[config.mk]
export PLATFORM = sky130hd
export DESIGN_NAME = temp_ctrl
export DESIGN_NICKNAME = d
export VERILOG_FILES = /design/src/common/temp_pkg.sv /design/src/temp_ctrl.sv
export SDC_FILE = /design/constraint.sdc
export NUM_CORES = 1
export LEC_CHECK = 0
export BUFFER_PORTS_ARGS = -buffer_cell sky130_fd_sc_hd__buf_2
export CORE_ASPECT_RATIO = 1.2
export CORE_MARGIN = 5
export CORE_UTILIZATION = 30
export CTS_CLUSTER_DIAMETER = 120
export DETAILED_ROUTE_END_ITERATION = 16
export SETUP_SLACK_MARGIN = 0.15
export SLEW_MARGIN = 0
export SYNTH_ARGS = -nofsm -noshare
export SYNTH_HDL_FRONTEND = slang
export SYNTH_SLANG_ARGS = --single-unit
[constraint.sdc]
create_clock -name clk -period 3.4 [get_ports clk]
set_clock_uncertainty 0.15 [all_clocks]
set_input_delay 0.34 -clock clk [delete_from_list [all_inputs] [get_ports clk]]
set_output_delay 0.34 -clock clk [all_outputs]
set_load 0.05 [all_outputs]
[src/common/temp_pkg.sv]
package temp_pkg;
  // ==========================================================
  // Timing
  localparam int CLK_KHZ = 200000;
  localparam int CONV_MS = 240;
  localparam int FAST_MS = 60;
  localparam int IDLE_MS = 940;
  localparam int WAKE_MS = 1;
  localparam int CONV_CYC = CONV_MS * CLK_KHZ;
  localparam int FAST_CYC = FAST_MS * CLK_KHZ;
  localparam int IDLE_CYC = IDLE_MS * CLK_KHZ;
  localparam int WAKE_CYC = WAKE_MS * CLK_KHZ;
  localparam int TMR_W = 32;
  // ==========================================================
  // Register map (byte addresses)
  localparam int ADDR_W = 5;
  localparam logic [4:0] A_TEMP = 5'h00;
  localparam logic [4:0] A_STAT = 5'h04;
  localparam logic [4:0] A_CFG = 5'h08;
  localparam logic [4:0] A_HIGH = 5'h0C;
  localparam logic [4:0] A_LOW = 5'h10;
  localparam logic [4:0] A_CRIT = 5'h14;
  localparam logic [4:0] A_HYST = 5'h18;
  // ==========================================================
  // Fields and reset values
  localparam int CFG_INT = 4;
  localparam int CFG_RES = 7;
  localparam int ST_RDY = 0;
  localparam int ST_LIM = 1;
  localparam int ST_CRT = 2;
  localparam int ST_BSY = 3;
  localparam int FLAG_W = 3;
  localparam logic [7:0] CFG_RST = 8'h00;
  localparam logic [15:0] HIGH_RST = 16'h2000;
  localparam logic [15:0] LOW_RST = 16'h0500;
  localparam logic [15:0] CRIT_RST = 16'h4980;
  localparam logic [3:0] HYST_RST = 4'h5;
  localparam logic [3:0] FRAC_ZERO = 4'h0;
  localparam logic [5:0] HYST_PAD = 6'h00;
  // ==========================================================
  // Types
  typedef enum logic [1:0] {MODE_NORMAL, MODE_ONESHOT, MODE_SPS, MODE_SHUT} mode_t;
  typedef enum logic [1:0] {ST_WAKE, ST_CONV, ST_IDLE, ST_SHUT} state_t;
  typedef struct packed {
    logic [15:0] high;
    logic [15:0] low;
    logic [15:0] crit;
    logic [3:0] hyst;
  } limits_t;
  typedef struct packed {
    logic crit;
    logic high;
    logic low;
  } flags_t;
endpackage : temp_pkg

[src/temp_ctrl.sv]
`timescale 1ns/1ps
module temp_ctrl
  import temp_pkg::*;
#(
  parameter int CONV_CYCLES = CONV_CYC,
  parameter int FAST_CYCLES = FAST_CYC,
  parameter int IDLE_CYCLES = IDLE_CYC,
  parameter int WAKE_CYCLES = WAKE_CYC
) (
  // Clock and reset
  input wire logic clk,
  input wire logic resetn,
  // Avalon-MM slave
  input wire logic [temp_pkg::ADDR_W-1:0] address,
  input wire logic read,
  input wire logic write,
  input wire logic [31:0] writedata,
  input wire logic [3:0] byteenable,
  output logic [31:0] readdata,
  output logic waitrequest,
  // Converter
  input wire logic [15:0] sample_code,
  output logic conv_active,
  // Alarms
  output logic limit_alarm_out,
  output logic critical_alarm_out
);
  import temp_pkg::*;

  // ==========================================================
  // Bus handshake
  logic ack_r;
  logic [31:0] rdata_r;
  wire req = read | write;
  wire wr_fire = write & ack_r;
  wire rd_fire = read & ack_r;
  wire [31:0] rd_mux;
  assign waitrequest = req & ~ack_r;
  assign readdata = rdata_r;

  // ==========================================================
  // Registers
  logic [7:0] cfg_r;
  limits_t lim_r;
  logic [15:0] temp_r;
  logic [2:0] fault_r;
  logic lim_al_r;
  logic crit_al_r;
  logic rdy_r;
  state_t st_r, st_nxt;
  logic [TMR_W-1:0] tmr_r, tmr_nxt;

  wire cfg_wr = wr_fire && address == A_CFG && byteenable[0];
  wire mode_t mode_new = mode_t'(writedata[6:5]);
  wire mode_t mode_cur = mode_t'(cfg_r[6:5]);
  wire res16 = cfg_r[CFG_RES];
  wire int_mode = cfg_r[CFG_INT];
  wire [1:0] need = cfg_r[1:0];
  wire conv_end = st_r == ST_CONV && tmr_r == '0;
  wire temp_rd = rd_fire && address == A_TEMP;

  function automatic logic [15:0] merge16(input logic [15:0] old, input logic [31:0] wd,
                                          input logic [3:0] be);
    merge16 = {be[1] ? wd[15:8] : old[15:8], be[0] ? wd[7:0] : old[7:0]};
  endfunction : merge16

  function automatic logic [TMR_W-1:0] len_of(input mode_t m);
    len_of = (m == MODE_SPS) ? TMR_W'(FAST_CYCLES - 1) : TMR_W'(CONV_CYCLES - 1);
  endfunction : len_of

  // ==========================================================
  // Comparison on the 13-bit signed field
  wire signed [13:0] t_new = $signed({sample_code[15], sample_code[15:3]});
  wire signed [13:0] t_old = $signed({temp_r[15], temp_r[15:3]});
  wire signed [13:0] lim_hi = $signed({lim_r.high[15], lim_r.high[15:3]});
  wire signed [13:0] lim_lo = $signed({lim_r.low[15], lim_r.low[15:3]});
  wire signed [13:0] lim_cr = $signed({lim_r.crit[15], lim_r.crit[15:3]});
  wire signed [13:0] hy = $signed({HYST_PAD, lim_r.hyst, FRAC_ZERO});
  flags_t fl;
  assign fl.crit = t_new > lim_cr;
  assign fl.high = t_new > lim_hi;
  assign fl.low = t_new < lim_lo;
  wire fault_now = fl.crit | fl.high | fl.low;
  wire band_new = t_new < lim_hi - hy && t_new > lim_lo + hy;
  wire band_old = t_old < lim_hi - hy && t_old > lim_lo + hy;
  wire below_cr_new = t_new < lim_cr - hy;
  wire below_cr_old = t_old < lim_cr - hy;

  // ==========================================================
  // Fault queue
  wire trip = fault_now && fault_r >= {1'b0, need};
  wire mode_chg = cfg_wr && (mode_new != mode_cur || st_r == ST_SHUT);
  wire [2:0] fault_nxt =
      mode_chg ? 3'h0 :
      !conv_end ? fault_r :
      !fault_now ? 3'h0 :
      (fault_r > {1'b0, need}) ? fault_r : fault_r + 3'h1;

  // ==========================================================
  // Alarm outputs
  wire lim_set = conv_end && trip && (fl.high | fl.low);
  wire crit_set = conv_end && trip && fl.crit;
  wire os_cmp_wr = cfg_wr && !int_mode && mode_cur == MODE_ONESHOT;
  wire lim_clr = int_mode ? rd_fire :
      (conv_end && band_new) || (os_cmp_wr && band_old);
  wire crit_clr = int_mode ? rd_fire :
      (conv_end && below_cr_new) ||
      (os_cmp_wr && mode_new == MODE_ONESHOT && below_cr_old);
  wire lim_nxt = lim_set | (lim_al_r & ~lim_clr);
  wire crit_nxt = crit_set | (crit_al_r & ~crit_clr);

  // Ready flag: conversion end wins over a clearing access.
  wire rdy_clr = temp_rd || (cfg_wr && (mode_new == MODE_ONESHOT || mode_new == MODE_SPS));
  wire rdy_nxt = conv_end | (rdy_r & ~rdy_clr);

  wire [15:0] result = res16 ? sample_code : {sample_code[15:3], fl};

  // ==========================================================
  // Operating mode sequencer
  always_comb begin
    st_nxt = st_r;
    tmr_nxt = tmr_r - TMR_W'(1);
    if (cfg_wr) begin
      case (mode_new)
        MODE_SHUT: begin
          st_nxt = ST_SHUT;
          tmr_nxt = '0;
        end
        MODE_NORMAL: begin
          if (st_r == ST_SHUT) begin
            st_nxt = ST_WAKE;
            tmr_nxt = TMR_W'(WAKE_CYCLES - 1);
          end else if (st_r != ST_CONV) begin
            st_nxt = ST_CONV;
            tmr_nxt = len_of(MODE_NORMAL);
          end
        end
        default: begin
          st_nxt = ST_CONV;
          tmr_nxt = len_of(mode_new);
        end
      endcase
    end else begin
      case (st_r)
        ST_WAKE: begin
          if (tmr_r == '0) begin
            st_nxt = ST_CONV;
            tmr_nxt = len_of(MODE_NORMAL);
          end
        end
        ST_CONV: begin
          if (tmr_r == '0) begin
            case (mode_cur)
              MODE_ONESHOT: begin
                st_nxt = ST_SHUT;
                tmr_nxt = '0;
              end
              MODE_SPS: begin
                st_nxt = ST_IDLE;
                tmr_nxt = TMR_W'(IDLE_CYCLES - 1);
              end
              MODE_SHUT: begin
                st_nxt = ST_SHUT;
                tmr_nxt = '0;
              end
              default: tmr_nxt = len_of(MODE_NORMAL);
            endcase
          end
        end
        ST_IDLE: begin
          if (tmr_r == '0) begin
            st_nxt = ST_CONV;
            tmr_nxt = len_of(MODE_SPS);
          end
        end
        default: tmr_nxt = tmr_r;
      endcase
    end
  end

  always_ff @(posedge clk or negedge resetn) begin
    if (!resetn) begin
      st_r <= ST_CONV;
      tmr_r <= TMR_W'(CONV_CYCLES - 1);
    end else begin
      st_r <= st_nxt;
      tmr_r <= tmr_nxt;
    end
  end

  // ==========================================================
  // Result, queue, alarms
  always_ff @(posedge clk or negedge resetn) begin
    if (!resetn) begin
      temp_r <= '0;
      fault_r <= '0;
      lim_al_r <= 1'b0;
      crit_al_r <= 1'b0;
      rdy_r <= 1'b0;
    end else begin
      if (conv_end) temp_r <= result;
      fault_r <= fault_nxt;
      lim_al_r <= lim_nxt;
      crit_al_r <= crit_nxt;
      rdy_r <= rdy_nxt;
    end
  end

  // ==========================================================
  // Register file
  assign rd_mux =
      (address == A_TEMP) ? {16'h0000, temp_r} :
      (address == A_STAT) ? {28'h0000000, st_r == ST_CONV, crit_al_r, lim_al_r, rdy_r} :
      (address == A_CFG) ? {24'h000000, cfg_r} :
      (address == A_HIGH) ? {16'h0000, lim_r.high} :
      (address == A_LOW) ? {16'h0000, lim_r.low} :
      (address == A_CRIT) ? {16'h0000, lim_r.crit} :
      (address == A_HYST) ? {28'h0000000, lim_r.hyst} : 32'h00000000;

  always_ff @(posedge clk or negedge resetn) begin
    if (!resetn) begin
      ack_r <= 1'b0;
      rdata_r <= '0;
      cfg_r <= CFG_RST;
      lim_r <= '{HIGH_RST, LOW_RST, CRIT_RST, HYST_RST};
    end else begin
      ack_r <= req & ~ack_r;
      if (read && !ack_r) rdata_r <= rd_mux;
      if (cfg_wr) cfg_r <= writedata[7:0];
      if (wr_fire && address == A_HIGH) lim_r.high <= merge16(lim_r.high, writedata, byteenable);
      if (wr_fire && address == A_LOW) lim_r.low <= merge16(lim_r.low, writedata, byteenable);
      if (wr_fire && address == A_CRIT) lim_r.crit <= merge16(lim_r.crit, writedata, byteenable);
      if (wr_fire && address == A_HYST && byteenable[0]) lim_r.hyst <= writedata[3:0];
    end
  end

  assign conv_active = st_r == ST_CONV;
  assign limit_alarm_out = lim_al_r;
  assign critical_alarm_out = crit_al_r;
endmodule : temp_ctrl
=== Word level (Yosys, flattened, before mapping) ===
Cells that the tools add are included.

* Word-level logic and storage cells: 153
* Register bits after elaboration: 149
* Output and inout port bits: 36
* Input port bits: 61

* Reduce and logical (&&, ||, !) cells: 49
* Muxes and demuxes: 32
* $add $sub $neg: 5
* Bitwise operators: 17
* Equality and inequality tests: 22
* Magnitude comparators: 11

{| class="wikitable"
|+ Operator list
! operator !! count
|-
| 32-bit two-way mux || 6
|-
| 16-bit two-way mux || 6
|-
| 32-bit case mux with 3 select lines || 1
|-
| 32-bit case mux with 2 select lines || 1
|-
| 13-bit by 14-bit < comparator with 1-bit output || 4
|-
| 28-bit case mux with 2 select lines || 1
|-
| 32-bit logical NOT || 1
|-
| 32-bit by 1-bit subtractor with 32-bit output, second input constant || 1
|-
| 13-bit by 14-bit greater-than comparator with 1-bit output || 2
|-
| 13-bit by 9-bit subtractor with 14-bit output || 2
|-
| 13-bit greater-than comparator || 2
|-
| 26-bit two-way mux || 1
|-
| 1-bit logical AND || 25
|-
| 5-bit == test, second input constant || 3
|-
| 3-bit two-way mux || 5
|-
| 13-bit by 9-bit adder with 14-bit output || 1
|-
| 2-bit AND reduction || 7
|-
| 13-bit < comparator || 1
|-
| 2-bit == test, second input constant || 6
|-
| 2-bit case mux with 2 select lines || 3
|-
| 5-bit by 4-bit == test with 1-bit output, second input constant || 2
|-
| 2-bit two-way mux || 5
|-
| 1-bit OR || 7
|-
| 1-bit AND || 6
|-
| 23 further kinds || 37
|}

=== Longest topological paths before layout ===
Gate-level depths: netlist of the first run.

* Word-level depth: 12
* Mapped depth: 17
* Depth with buffers taken out: 17

=== Least setup slack after synthesis of the first run ===
No wires, ideal clock.

* Kind: register to register
* Start: register lim_r, in the netlist hy[4]
* End: register lim_al_r, in the netlist limit_alarm_out
* Setup time: 0.126 ns
* Buffers on the path: 0
* Period minus slack after synthesis: 3.266 ns
* Path slack: 0.134 ns
* Stages on the path, launching flop included: 17
* Arrival time: 2.990 ns
* Cell sequence: dfstp_2 ha_1 inv_1 fa_1 a21o_1 and2_1 nor2_1 xnor2_1 ha_1 nand4_1 o211ai_1 a31oi_1 a21oi_1 a211oi_1 o21ai_0 nor4_1 o21ai_1

* Cells in the longest elaborated chain, start to end: 9

{| class="wikitable"
|+ Ends and longest elaborated chain
! element !! RTL line !! source
|-
| start, declared || temp_ctrl.sv:44 || <nowiki>limits_t lim_r;</nowiki>
|-
| start signal, assigned || temp_ctrl.sv:225 || <nowiki>lim_r <= '{HIGH_RST, LOW_RST, CRIT_RST, HYST_RST};</nowiki>
|-
| 13-bit by 9-bit subtractor with 14-bit output or 13-bit by 9-bit adder with 14-bit output (tied branches) || temp_ctrl.sv:84, temp_ctrl.sv:85 ||
|-
| 13-bit by 14-bit < comparator with 1-bit output (tied with other cells) || temp_ctrl.sv:84 || <nowiki>wire band_new = t_new < lim_hi - hy && t_new > lim_lo + hy;</nowiki>
|-
| 1-bit logical AND (on tied branches) || temp_ctrl.sv:84, temp_ctrl.sv:85 ||
|-
| 1-bit logical AND || temp_ctrl.sv:105 || <nowiki>(conv_end && band_new) || (os_cmp_wr && band_old);</nowiki>
|-
| 1-bit logical OR * || temp_ctrl.sv:105 ||
|-
| 1-bit two-way mux * || temp_ctrl.sv:104 || <nowiki>wire lim_clr = int_mode ? rd_fire :</nowiki>
|-
| 1-bit NOT * || temp_ctrl.sv:109 || <nowiki>wire lim_nxt = lim_set | (lim_al_r & ~lim_clr);</nowiki>
|-
| 1-bit AND * || temp_ctrl.sv:109 ||
|-
| 1-bit OR * || temp_ctrl.sv:109 ||
|-
| net lim_nxt || temp_ctrl.sv:109 ||
|-
| end signal, assigned || temp_ctrl.sv:203 || <nowiki>lim_al_r <= lim_nxt;</nowiki>
|-
| end, declared || temp_ctrl.sv:47 || <nowiki>logic lim_al_r;</nowiki>
|}

Mark *: on every way through the listed nets, which the timed path passes. The rest lies on a longest branch.
A chain may end at the register's enable or synchronous reset.

=== Worst setup path in the final report of the first run ===
* Start: register lim_r, in the netlist hy[4]
* End: register crit_al_r, in the netlist critical_alarm_out

* Cells in the longest elaborated chain, start to end: 8

{| class="wikitable"
|+ Ends and longest elaborated chain
! element !! RTL line !! source
|-
| 13-bit by 9-bit subtractor with 14-bit output * || temp_ctrl.sv:86, temp_ctrl.sv:87 ||
|-
| 13-bit by 14-bit < comparator with 1-bit output (on tied branches) || temp_ctrl.sv:86, temp_ctrl.sv:87 ||
|-
| 1-bit logical AND (on tied branches) || temp_ctrl.sv:107, temp_ctrl.sv:108 ||
|-
| 1-bit logical OR * || temp_ctrl.sv:107 || <nowiki>(conv_end && below_cr_new) ||</nowiki>
|-
| 1-bit two-way mux * || temp_ctrl.sv:106 || <nowiki>wire crit_clr = int_mode ? rd_fire :</nowiki>
|-
| 1-bit NOT * || temp_ctrl.sv:110 || <nowiki>wire crit_nxt = crit_set | (crit_al_r & ~crit_clr);</nowiki>
|-
| 1-bit AND * || temp_ctrl.sv:110 ||
|-
| 1-bit OR * || temp_ctrl.sv:110 ||
|-
| net crit_nxt || temp_ctrl.sv:110 ||
|-
| end signal, assigned || temp_ctrl.sv:204 || <nowiki>crit_al_r <= crit_nxt;</nowiki>
|-
| end, declared || temp_ctrl.sv:48 || <nowiki>logic crit_al_r;</nowiki>
|}

Marked as above.

==> results of run 1 <==
==> stage by stage <==
stage               power, mW  std cells  setup TNS (ps)
finish                   8.40       1801           -86.5
global route             8.94       1801            -419
CTS                      8.29       1799           -10.7
detailed placement       6.04       1761            -182
global placement         5.96       1761            -133
floorplan                4.81       1225               0
==> repair_timing <==
item	in CTS	in global routing
pin swaps	5	7
hold buffers	2	0
resized for setup	28	25
hold endpoints to repair	47	0
endpoints found under the setup margin	2	6
setup buffers	4	2
==> registers in the layout (all words and copies together) (netlist names), 2 cells and up <==
signal    cells
lim_cr       13
lim_r         9
fault_r       3
cfg_r         8
temp_r       16
hy            4
lim_hi       13
lim_lo       13
readdata     16
st_r          2
tmr_r        32
==> cells in the final DEF (no fill, tap or decap), types with 6 or more instances in the layout <==
master     instances
and2_1             7
nor3_1            27
nor4_1            10
conb_1            16
o21ai_1            7
a221oi_1           8
and4_1             6
xnor2_1           29
nor3b_1            7
a22oi_1           17
a211oi_1           8
buf_2             61
clkbuf_16         17
or4_1              6
inv_1             71
a21boi_0           6
buf_4             79
dfrtp_1          103
o211ai_1          12
nor2_1            89
a21o_1            19
o22a_1             8
ha_1             119
nand2_1           96
nor2b_1           10
dfstp_2           29
o21ai_0           81
nor4_2             6
nand3_1           26
or3_1              8
xor2_1            11
mux2_2            48
o21a_1            10
nand4_1           14
a31oi_1           25
nand2b_1          15
mux2i_1           12
a21oi_1           92
==> cells by family (layout without fill, tap and decap cells) <==
group                      Yosys count  after routing
xor gates and xnor gates            43             43
other                                1             16
buffers and inverters              137            251
and+or+nand+nor                    363            363
adders and majority gates          126            126
DFF                                133            133
AOI/OAI and AO/OA                  347            347
muxes                               60             60
==> worst max-delay path by stage <==
stage / endpoint / start / slack (ps) / cells past startpoint
after floorplan: critical_alarm_out$_DFF_PN0_ / hy[5]$_DFFE_PN0P_ / 190 / 15
after global placement: limit_alarm_out$_DFF_PN0_ / hy[4]$_DFFE_PN1P_ / -80 / 16
after detailed placement: critical_alarm_out$_DFF_PN0_ / hy[4]$_DFFE_PN1P_ / -90 / 15
after CTS: limit_alarm_out$_DFF_PN0_ / hy[4]$_DFFE_PN1P_ / -10 / 16
after global routing: limit_alarm_out$_DFF_PN0_ / hy[4]$_DFFE_PN1P_ / -220 / 16
final: critical_alarm_out$_DFF_PN0_ / hy[4]$_DFFE_PN1P_ / -50 / 17
==> power groups by stage <==
stage	clock, mW	combinational, mW	sequential, mW
final	2.16	3.93	2.31
after global routing	2.25	4.33	2.36
after CTS	2.20	3.80	2.29
after detailed placement	0	3.72	2.32
after global placement	0	3.65	2.31
after floorplan	0	2.51	2.30
==> critical path: cells and delay by family (launching register included) <==
kind | cells | cell delay (ps)
xor+xnor | 1 | 80
compound gates | 5 | 760
buf+inv | 5 | 560
simple gates | 3 | 540
flops | 1 | 580
fa+ha+maj | 3 | 650
==> layout make-up <==
type,count,area share
Multi-Input combinational cell,955,0.542
Timing Repair Buffer,146,0.0765
Tap cell,462,0.0451
Sequential cell,133,0.263
Clock buffer,17,0.0332
Clock inverter,15,0.0188
Inverter,73,0.0214
==> synth_stat cells, types with 4 or more instances <==
cell type  number  area [um2]
a2111oi_0       4        35.0
a211o_1         4        35.0
a211oi_1        9        67.6
a21boi_0        6        45.0
a21o_1         19         143
a21oi_1        97         485
a221oi_1        8        70.1
a22oi_1        17         128
a2bb2oi_1       5        43.8
a31oi_1        25         156
and2_1          8        50.1
and3_1          6        37.5
and4_1          6        52.6
buf_4          16         120
clkbuf_1       43         161
dfrtp_1       104        2600
dfstp_2        29         762
ha_1          121        1510
inv_1          73         274
mux2_2         48         541
mux2i_1        12         120
nand2_1        96         360
nand2b_1       16         100
nand3_1        27         135
nand4_1        14        87.6
nor2_1         93         349
nor2b_1        11        68.8
nor3_1         29         145
nor3b_1         7        52.6
nor4_1         16         100
o211ai_1       12        90.1
o21a_1         10        75.1
o21ai_0        85         425
o22a_1          8        70.1
o31ai_1         4        30.0
or2_2           4        25.0
or3_1           9        56.3
or4_1           7        52.6
xnor2_1        31         272
xor2_1         12         105
==> per-layer routing <==
| metal | wire length [um] | vias up |
|---|---|---|
| li1 | - | 4653 |
| met1 | 14800 | 4795 |
| met2 | 17900 | 338 |
| met3 | 1810 | 79 |
| met4 | 1630 | 0 |
| met5 | 0 | - |
==> qor.yml, run 1 <==
use_met3: 0.0248
place_area_mm2: 0.0119
synth_area_mm2: 0.0106
start_util: 0.304
whs_path_depth: 3
fmax_mhz: 290
async_reset_ff_frac: 1.00
path_common_cell: "buf_4"
swShare: 0.416
use_met2: 0.313
diodes: 0
die_h_um: 216
io_pins: 97
status: "finished with violations"
rows: 75
regArea_mm2: 0.00337
core_area_mm2: 0.0349
ys_ff_latch: 133
antenna_left: 0
synth-simple-area-share: 0.172
pwr-share-seq: 0.275
hp-start: "writedata[14]"
ys.flop_type: "dfrtp_1"
holdPathEnd: "lim_lo[11]$_DFFE_PN0P_"
fin_util: 0.367
portBuffers: 62
grt_max_degree: 66
via_per_inst: 5.48
p_comb_frac: 0.468
synth_compound_area_frac: 0.207
yosysUniqueCellTypes: 79
stdcell_area_mm2: 0.0128
grtUsageTotal: 0.180
post_drt_wl_per_cell_um: 20.1
cts_max_level: 4
cp-end-kind: "flop"
path_max_fanout: 3
multi_input_area_mm2: 0.00695
hold_ws_ps: 22.4
die_w_um: 182
syn_to_final_growth_pct: 20.9
maxSlewViolCount: 0
yosys.area_share.xor_xnor: 0.0355
worst-slew-pin-transition_ps: 732
grt_pass1_wl_mm: 55.7
crit_path_start_kind: "flop"
r2r_start: "hy[4]$_DFFE_PN1P_"
cts_buffer_depth: 2
hold_violations: 0
grt_overflow_total: 0
cts_num_sinks: 133
synth_edf_count: 0
yosysWarnings: 0
slew_headroom: 0.512
numCtsBuffers: 17
required_ps: 3560
reg2reg_depth: 17
internal_power_mw: 4.91
root_buffer: "clkbuf_16"
drt-initial-drc-count: 848
period_needed_ps: 3450
path_cells: "buf_6 -> ha_4 -> inv_2 -> fa_2 -> a21oi_2 -> nor2b_1 -> or3_4 -> nor2_4 -> xnor2_2 -> buf_4 -> buf_4 -> buf_4 -> ha_1 -> a21o_1 -> a211o_1 -> a21oi_2 -> o21ai_1"
p_leak_nw: 5.73
dpl.hpwl_mm: 27.7
cts_tree: "built"
syn_inst: 1210
hold_path_class: "input port to flop"
synth_top_family_by_area: "compound AO/OA/AOI/OAI gates"
rsz0062_at_grt: "true"
ir_drop_mv: 0.286
fp.dieArea_mm2: 0.0392
syn_avg_cell_area_um2: 8.76
drc: 0
clkLatencyLatePin_ps: 440
crit_arrival_ps: 3610
antenna_found_initial: 0
p_per_area_mw_per_mm2: 656
vias: 9865
clkTransAtPathRegs_ps: 70
layout.nets: 1511
reg2reg_slack_ps: -50
reg2reg_to: "critical_alarm_out$_DFF_PN0_"
violations: "setup timing"
use_met1: 0.219
grt_pass1_vias: 9855
setup_viol: 2
place_ws_ps: -91.7
drive_above_1_share: 0.232
crit_path_top_delay_cell: "dfstp_2"
clkPwrFrac: 0.257
synth_seq_area_share: 0.317
fillCellCount: 3569
fin_crit_sh: 1.02
routed_wl_mm: 36.2
busiest_layer: "met2"
layout_setup_ws_ps: -52.7
first_pass_iters: 5
slowest_delay_ps: 580
maxCapViolations: 0
power.switching_mw: 3.50
path_class: "flop to flop"
yosys-mux-area-fraction: 0.0623
synthAdderAreaFrac: 0.150
gp_congestion: 0.899
(Power assumes the default switching activity.)
==> run 2, diff against run 1 <==
Settings changed: SETUP_SLACK_MARGIN 0.15 to 0.2.
==> qor.yml, run 2 (synthesis results as in run 1) <==
period_needed_ps: 3460
fp.dieArea_mm2: 0.0392
numCtsBuffers: 17
clkTransAtPathRegs_ps: 70
crit_path_start_kind: "flop"
largest_reg_flops: 32
antenna_found_initial: 0
cts_buffer_depth: 2
place_ws_ps: -164
fmax_mhz: 289
vias: 9915
antenna_left: 0
crit_arrival_ps: 3680
fillCellCount: 3559
p_per_area_mw_per_mm2: 633
drive_above_1_share: 0.237
grt_overflow_total: 0
reg2reg_depth: 17
hold_violations: 0
portBuffers: 62
setup_viol: 1
first_pass_iters: 5
dpl.hpwl_mm: 27.5
p_leak_nw: 5.70
path_cells: "buf_6 -> ha_4 -> inv_2 -> fa_2 -> a21oi_2 -> nor2b_1 -> or3_4 -> nor2_4 -> xnor2_2 -> ha_1 -> and3_4 -> nand3_2 -> nor2_2 -> nor4_2 -> a32oi_1 -> o21ai_1 -> o21ai_1"
drt-initial-drc-count: 677
root_buffer: "clkbuf_16"
grt_max_degree: 70
rows: 75
crit_path_top_delay_cell: "dfstp_2"
path_class: "flop to flop"
path_max_fanout: 3
via_per_inst: 5.49
diodes: 0
worst-slew-pin-transition_ps: 783
final_common_cell: "ha_1"
grt_pass1_vias: 9816
maxCapViolations: 0
tns_ps: -58.1
slew_headroom: 0.473
drc: 0
hold_path_class: "input port to flop"
cts_tree: "built"
top_register: "tmr_r"
cts_num_sinks: 133
grt_pass1_wl_mm: 55.3
layout.nets: 1516
path_common_cell: "o21ai_1"
violations: "setup timing"
grtUsageTotal: 0.179
maxSlewViolCount: 0
fin_util: 0.366
cts_max_level: 4
layout_setup_ws_ps: -58.1
core_area_mm2: 0.0349
die_h_um: 216
gp_congestion: 0.939
rsz0062_at_grt: "true"
slowest_delay_ps: 580
whs_path_depth: 3
syn_to_final_growth_pct: 20.4
post_drt_wl_per_cell_um: 19.8
io_pins: 97
layout_common_cells: "ha_1, dfrtp_1, nand2_1"
hold_ws_ps: 4.46
routed_wl_mm: 35.8
start_util: 0.304
fin_crit_sh: 1.02
cp-end-kind: "flop"
ir_drop_mv: 0.383
clkLatencyLatePin_ps: 450
status: "finished with violations"
die_w_um: 182
required_ps: 3620
==> run 2: changes by cell type in the layout (fill, tap and decap cells not counted), moves of 3 or more <==
cell,previous run,this run
buf_4,79,84
bufinv_16,5,1
clkinvlp_4,1,4
o21ai_1,7,10
o21ai_0,81,77
==> run 2: routing by layer <==
layer	part of all wire	up-vias	GRT usage
li1	-	4640	-
met1	0.41	4825	0.215
met2	0.49	338	0.300
met3	0.049	112	0.0295
met4	0.059	0	0.107
met5	0	-	0
==> run 2: final timing paths <==
path	start	end	slack, ps
setup / recovery	hy[4]$_DFFE_PN1P_	critical_alarm_out$_DFF_PN0_	-60
hold / removal	writedata[10]	lim_lo[7]$_DFFE_PN1P_	4
hold reg to reg	cfg_r[3]$_DFFE_PN0P_	cfg_r[3]$_DFFE_PN0P_	330
min in group asynchronous	resetn	temp_r[12]$_DFFE_PN0P_	330
setup reg to reg	hy[4]$_DFFE_PN1P_	critical_alarm_out$_DFF_PN0_	-60
max in group asynchronous	resetn	st_r[0]$_DFFE_PN1P_	1940
==> run 2: timing repair <==
item / 4_1_cts / 5_1_grt
gates resized for setup: 20 / 40
pin swaps: 16 / 32
endpoints found under the setup margin: 3 / 7
endpoints found under the hold margin: 42 / 0
buffers inserted: 3 / 15
hold buffers: 1 / 0
==> run 2: report_power, final <==
group / switching, mW / internal, mW
Clock: 0.804 / 1.04
Sequential: 0.349 / 1.96
Combinational: 2.30 / 1.64
Total: 3.45 / 4.63
==> run 2: final cells by class <==
type,instances,area (um2),area share
Multi-Input combinational cell,955,6960,0.545
Tap cell,462,578,0.0453
Timing Repair Buffer,151,1020,0.0802
Clock inverter,12,121,0.00951
Sequential cell,133,3360,0.264
Clock buffer,20,447,0.0350
Inverter,73,274,0.0215
==> run 2: stage by stage <==
step	std cells	power, mW	area (um2)
floorplan	1225	4.82	10700
CTS	1791	7.90	12500
global route	1806	8.61	12800
finish	1806	8.08	12800
detailed placement	1755	5.98	11800
global placement	1755	5.89	11800
==> run 2: worst max-delay path: cells and delay by family, from the launching register on <==
family / cells / cell delay [ps]
fa+ha+maj: 3 / 790
simple gates: 7 / 1040
buf+inv: 2 / 160
xor+xnor: 1 / 90
compound gates: 4 / 580
flops: 1 / 580
==> run 3, diff against run 2 <==
Clock period 3.4 ns to 3 ns, I/O delays scaled along.
==> qor.yml, run 3 (synthesis results as in run 1) <==
setup_viol: 9
syn_to_final_growth_pct: 33.8
layout.cells.non_filler: 1925
critical_path_depth: 17
layout_setup_ws_ps: -460
grt_pass1_wl_mm: 61.4
slowest_delay_ps: 550
portBuffers: 62
stdcell_area_mm2: 0.0142
post_drt_wl_per_cell_um: 21.0
start_util: 0.304
root_buffer: "clkbuf_16"
reg2reg_depth: 17
hold_ws_ps: 2.27
grt_max_degree: 68
status: "finished with violations"
clkTransAtPathRegs_ps: 70
path_class: "flop to flop"
slew_headroom: 0.515
largest_reg_flops: 32
place_area_mm2: 0.0126
fp.dieArea_mm2: 0.0392
layout_common_cells: "buf_4, ha_1, dfrtp_1"
dp.cells: 1851
crit_path_start_kind: "flop"
whs_path_depth: 3
cts_buffer_depth: 2
ir_drop_mv: 0.545
fmax_mhz: 289
via_per_inst: 5.47
multi_input_area_mm2: 0.00735
fin_util: 0.407
numCtsBuffers: 17
regArea_mm2: 0.00337
fillCellCount: 3492
final_common_cell: "buf_4"
required_ps: 3180
worst-slew-pin-transition_ps: 718
p_per_area_mw_per_mm2: 736
first_pass_iters: 5
violations: "setup timing"
fin_crit_sh: 1.15
grtUsageTotal: 0.201
die_h_um: 216
die_w_um: 182
drc: 0
hold_violations: 0
rsz0062_at_grt: "true"
path_common_cell: "o21ai_1"
maxSlewViolCount: 0
crit_buf_inv: 2
routed_wl_mm: 40.3
crit_path_top_delay_cell: "dfstp_2"
dpl.hpwl_mm: 30.8
rows: 75
io_pins: 97
crit_arrival_ps: 3640
hold_path_class: "input port to flop"
cts_num_sinks: 133
period_needed_ps: 3460
cts_tree: "built"
path_cells: "buf_6 -> ha_4 -> inv_4 -> fa_2 -> a21oi_2 -> nor2b_1 -> or3_4 -> nor2_4 -> xnor2_2 -> ha_1 -> and3_4 -> nand3_2 -> nor2_2 -> nor4_2 -> a32oi_1 -> o21ai_1 -> o21ai_1"
power.total_mw: 10.4
antenna_left: 0
clkLatencyLatePin_ps: 450
path_max_fanout: 3
cp-end-kind: "flop"
grt_overflow_total: 0
p_leak_nw: 6.37
vias: 10500
drt-initial-drc-count: 701
diodes: 0
antenna_found_initial: 1
drive_above_1_share: 0.332
core_area_mm2: 0.0349
top_register: "tmr_r"
gp_congestion: 0.998
layout.nets: 1635
cts_max_level: 4
maxCapViolations: 0
path_delay_family: "simple AND/OR/NAND/NOR gates"
grt_pass1_vias: 10600
[run 3: cell count changes in the layout (fill, tap and decap cells not counted), sizes merged]
cell / change
buf: +106
clkbuf: -1
clkinv: -1
clkinvlp: -1
dlygate4sd3: +13
inv: +3
[run 3: report_power, final]
| part | switching, mW | leakage (nW) | internal, mW | total [mW] |
|---|---|---|---|---|
| clock network | 0.963 | 0.276 | 1.19 | 2.15 |
| logic | 3.21 | 4.49 | 2.56 | 5.76 |
| registers | 0.318 | 1.60 | 2.21 | 2.53 |
[run 3: tightest hold or removal path: stages]
cell and delay (ps):
buf_2 110, nor2_1 80, nor2_1 60
[run 3: final timing paths]
kind,from,endpoint,slack (ps)
max,hy[4]$_DFFE_PN1P_,critical_alarm_out$_DFF_PN0_,-460
min,read,ack_r$_DFF_PN0_,2
max reg2reg,hy[4]$_DFFE_PN1P_,critical_alarm_out$_DFF_PN0_,-460
min reg2reg,cfg_r[2]$_DFFE_PN0P_,cfg_r[2]$_DFFE_PN0P_,340
max in group asynchronous,resetn,hy[4]$_DFFE_PN1P_,1550
min in group asynchronous,resetn,tmr_r[28]$_DFFE_PN0P_,290
[run 3: layout make-up]
class	count	share of cell area
multi-input cells	955	0.518
well taps	462	0.0407
flip-flops and latches	133	0.237
clock buffers	19	0.0312
clock inverters	13	0.00961
inverters	73	0.0195
repair buffers	270	0.144
[run 3: routing by layer]
metal,global-route usage,vias up,wire [um]
met5,0,-,13
li1,-,4880,-
met1,0.238,5172,16200
met4,0.0831,2,1770
met3,0.0332,97,1860
met2,0.358,379,20500
[run 3: repair_timing]
| item | CTS | global route |
|---|---|---|
| gates resized for setup | 89 | 75 |
| pin swaps | 66 | 53 |
| buffers inserted | 22 | 6 |
| setup endpoints to repair | 47 | 53 |
| endpoints found under the hold margin | 74 | 0 |
| hold buffers | 14 | 0 |
[run 3: through the flow]
step,worst slack [ps],TNS (ps)
after global placement,-460,-1080
after CTS,-455,-1490
final,-460,-1190
after global routing,-652,-1930
after floorplan,-204,-355
after detailed placement,-514,-1300
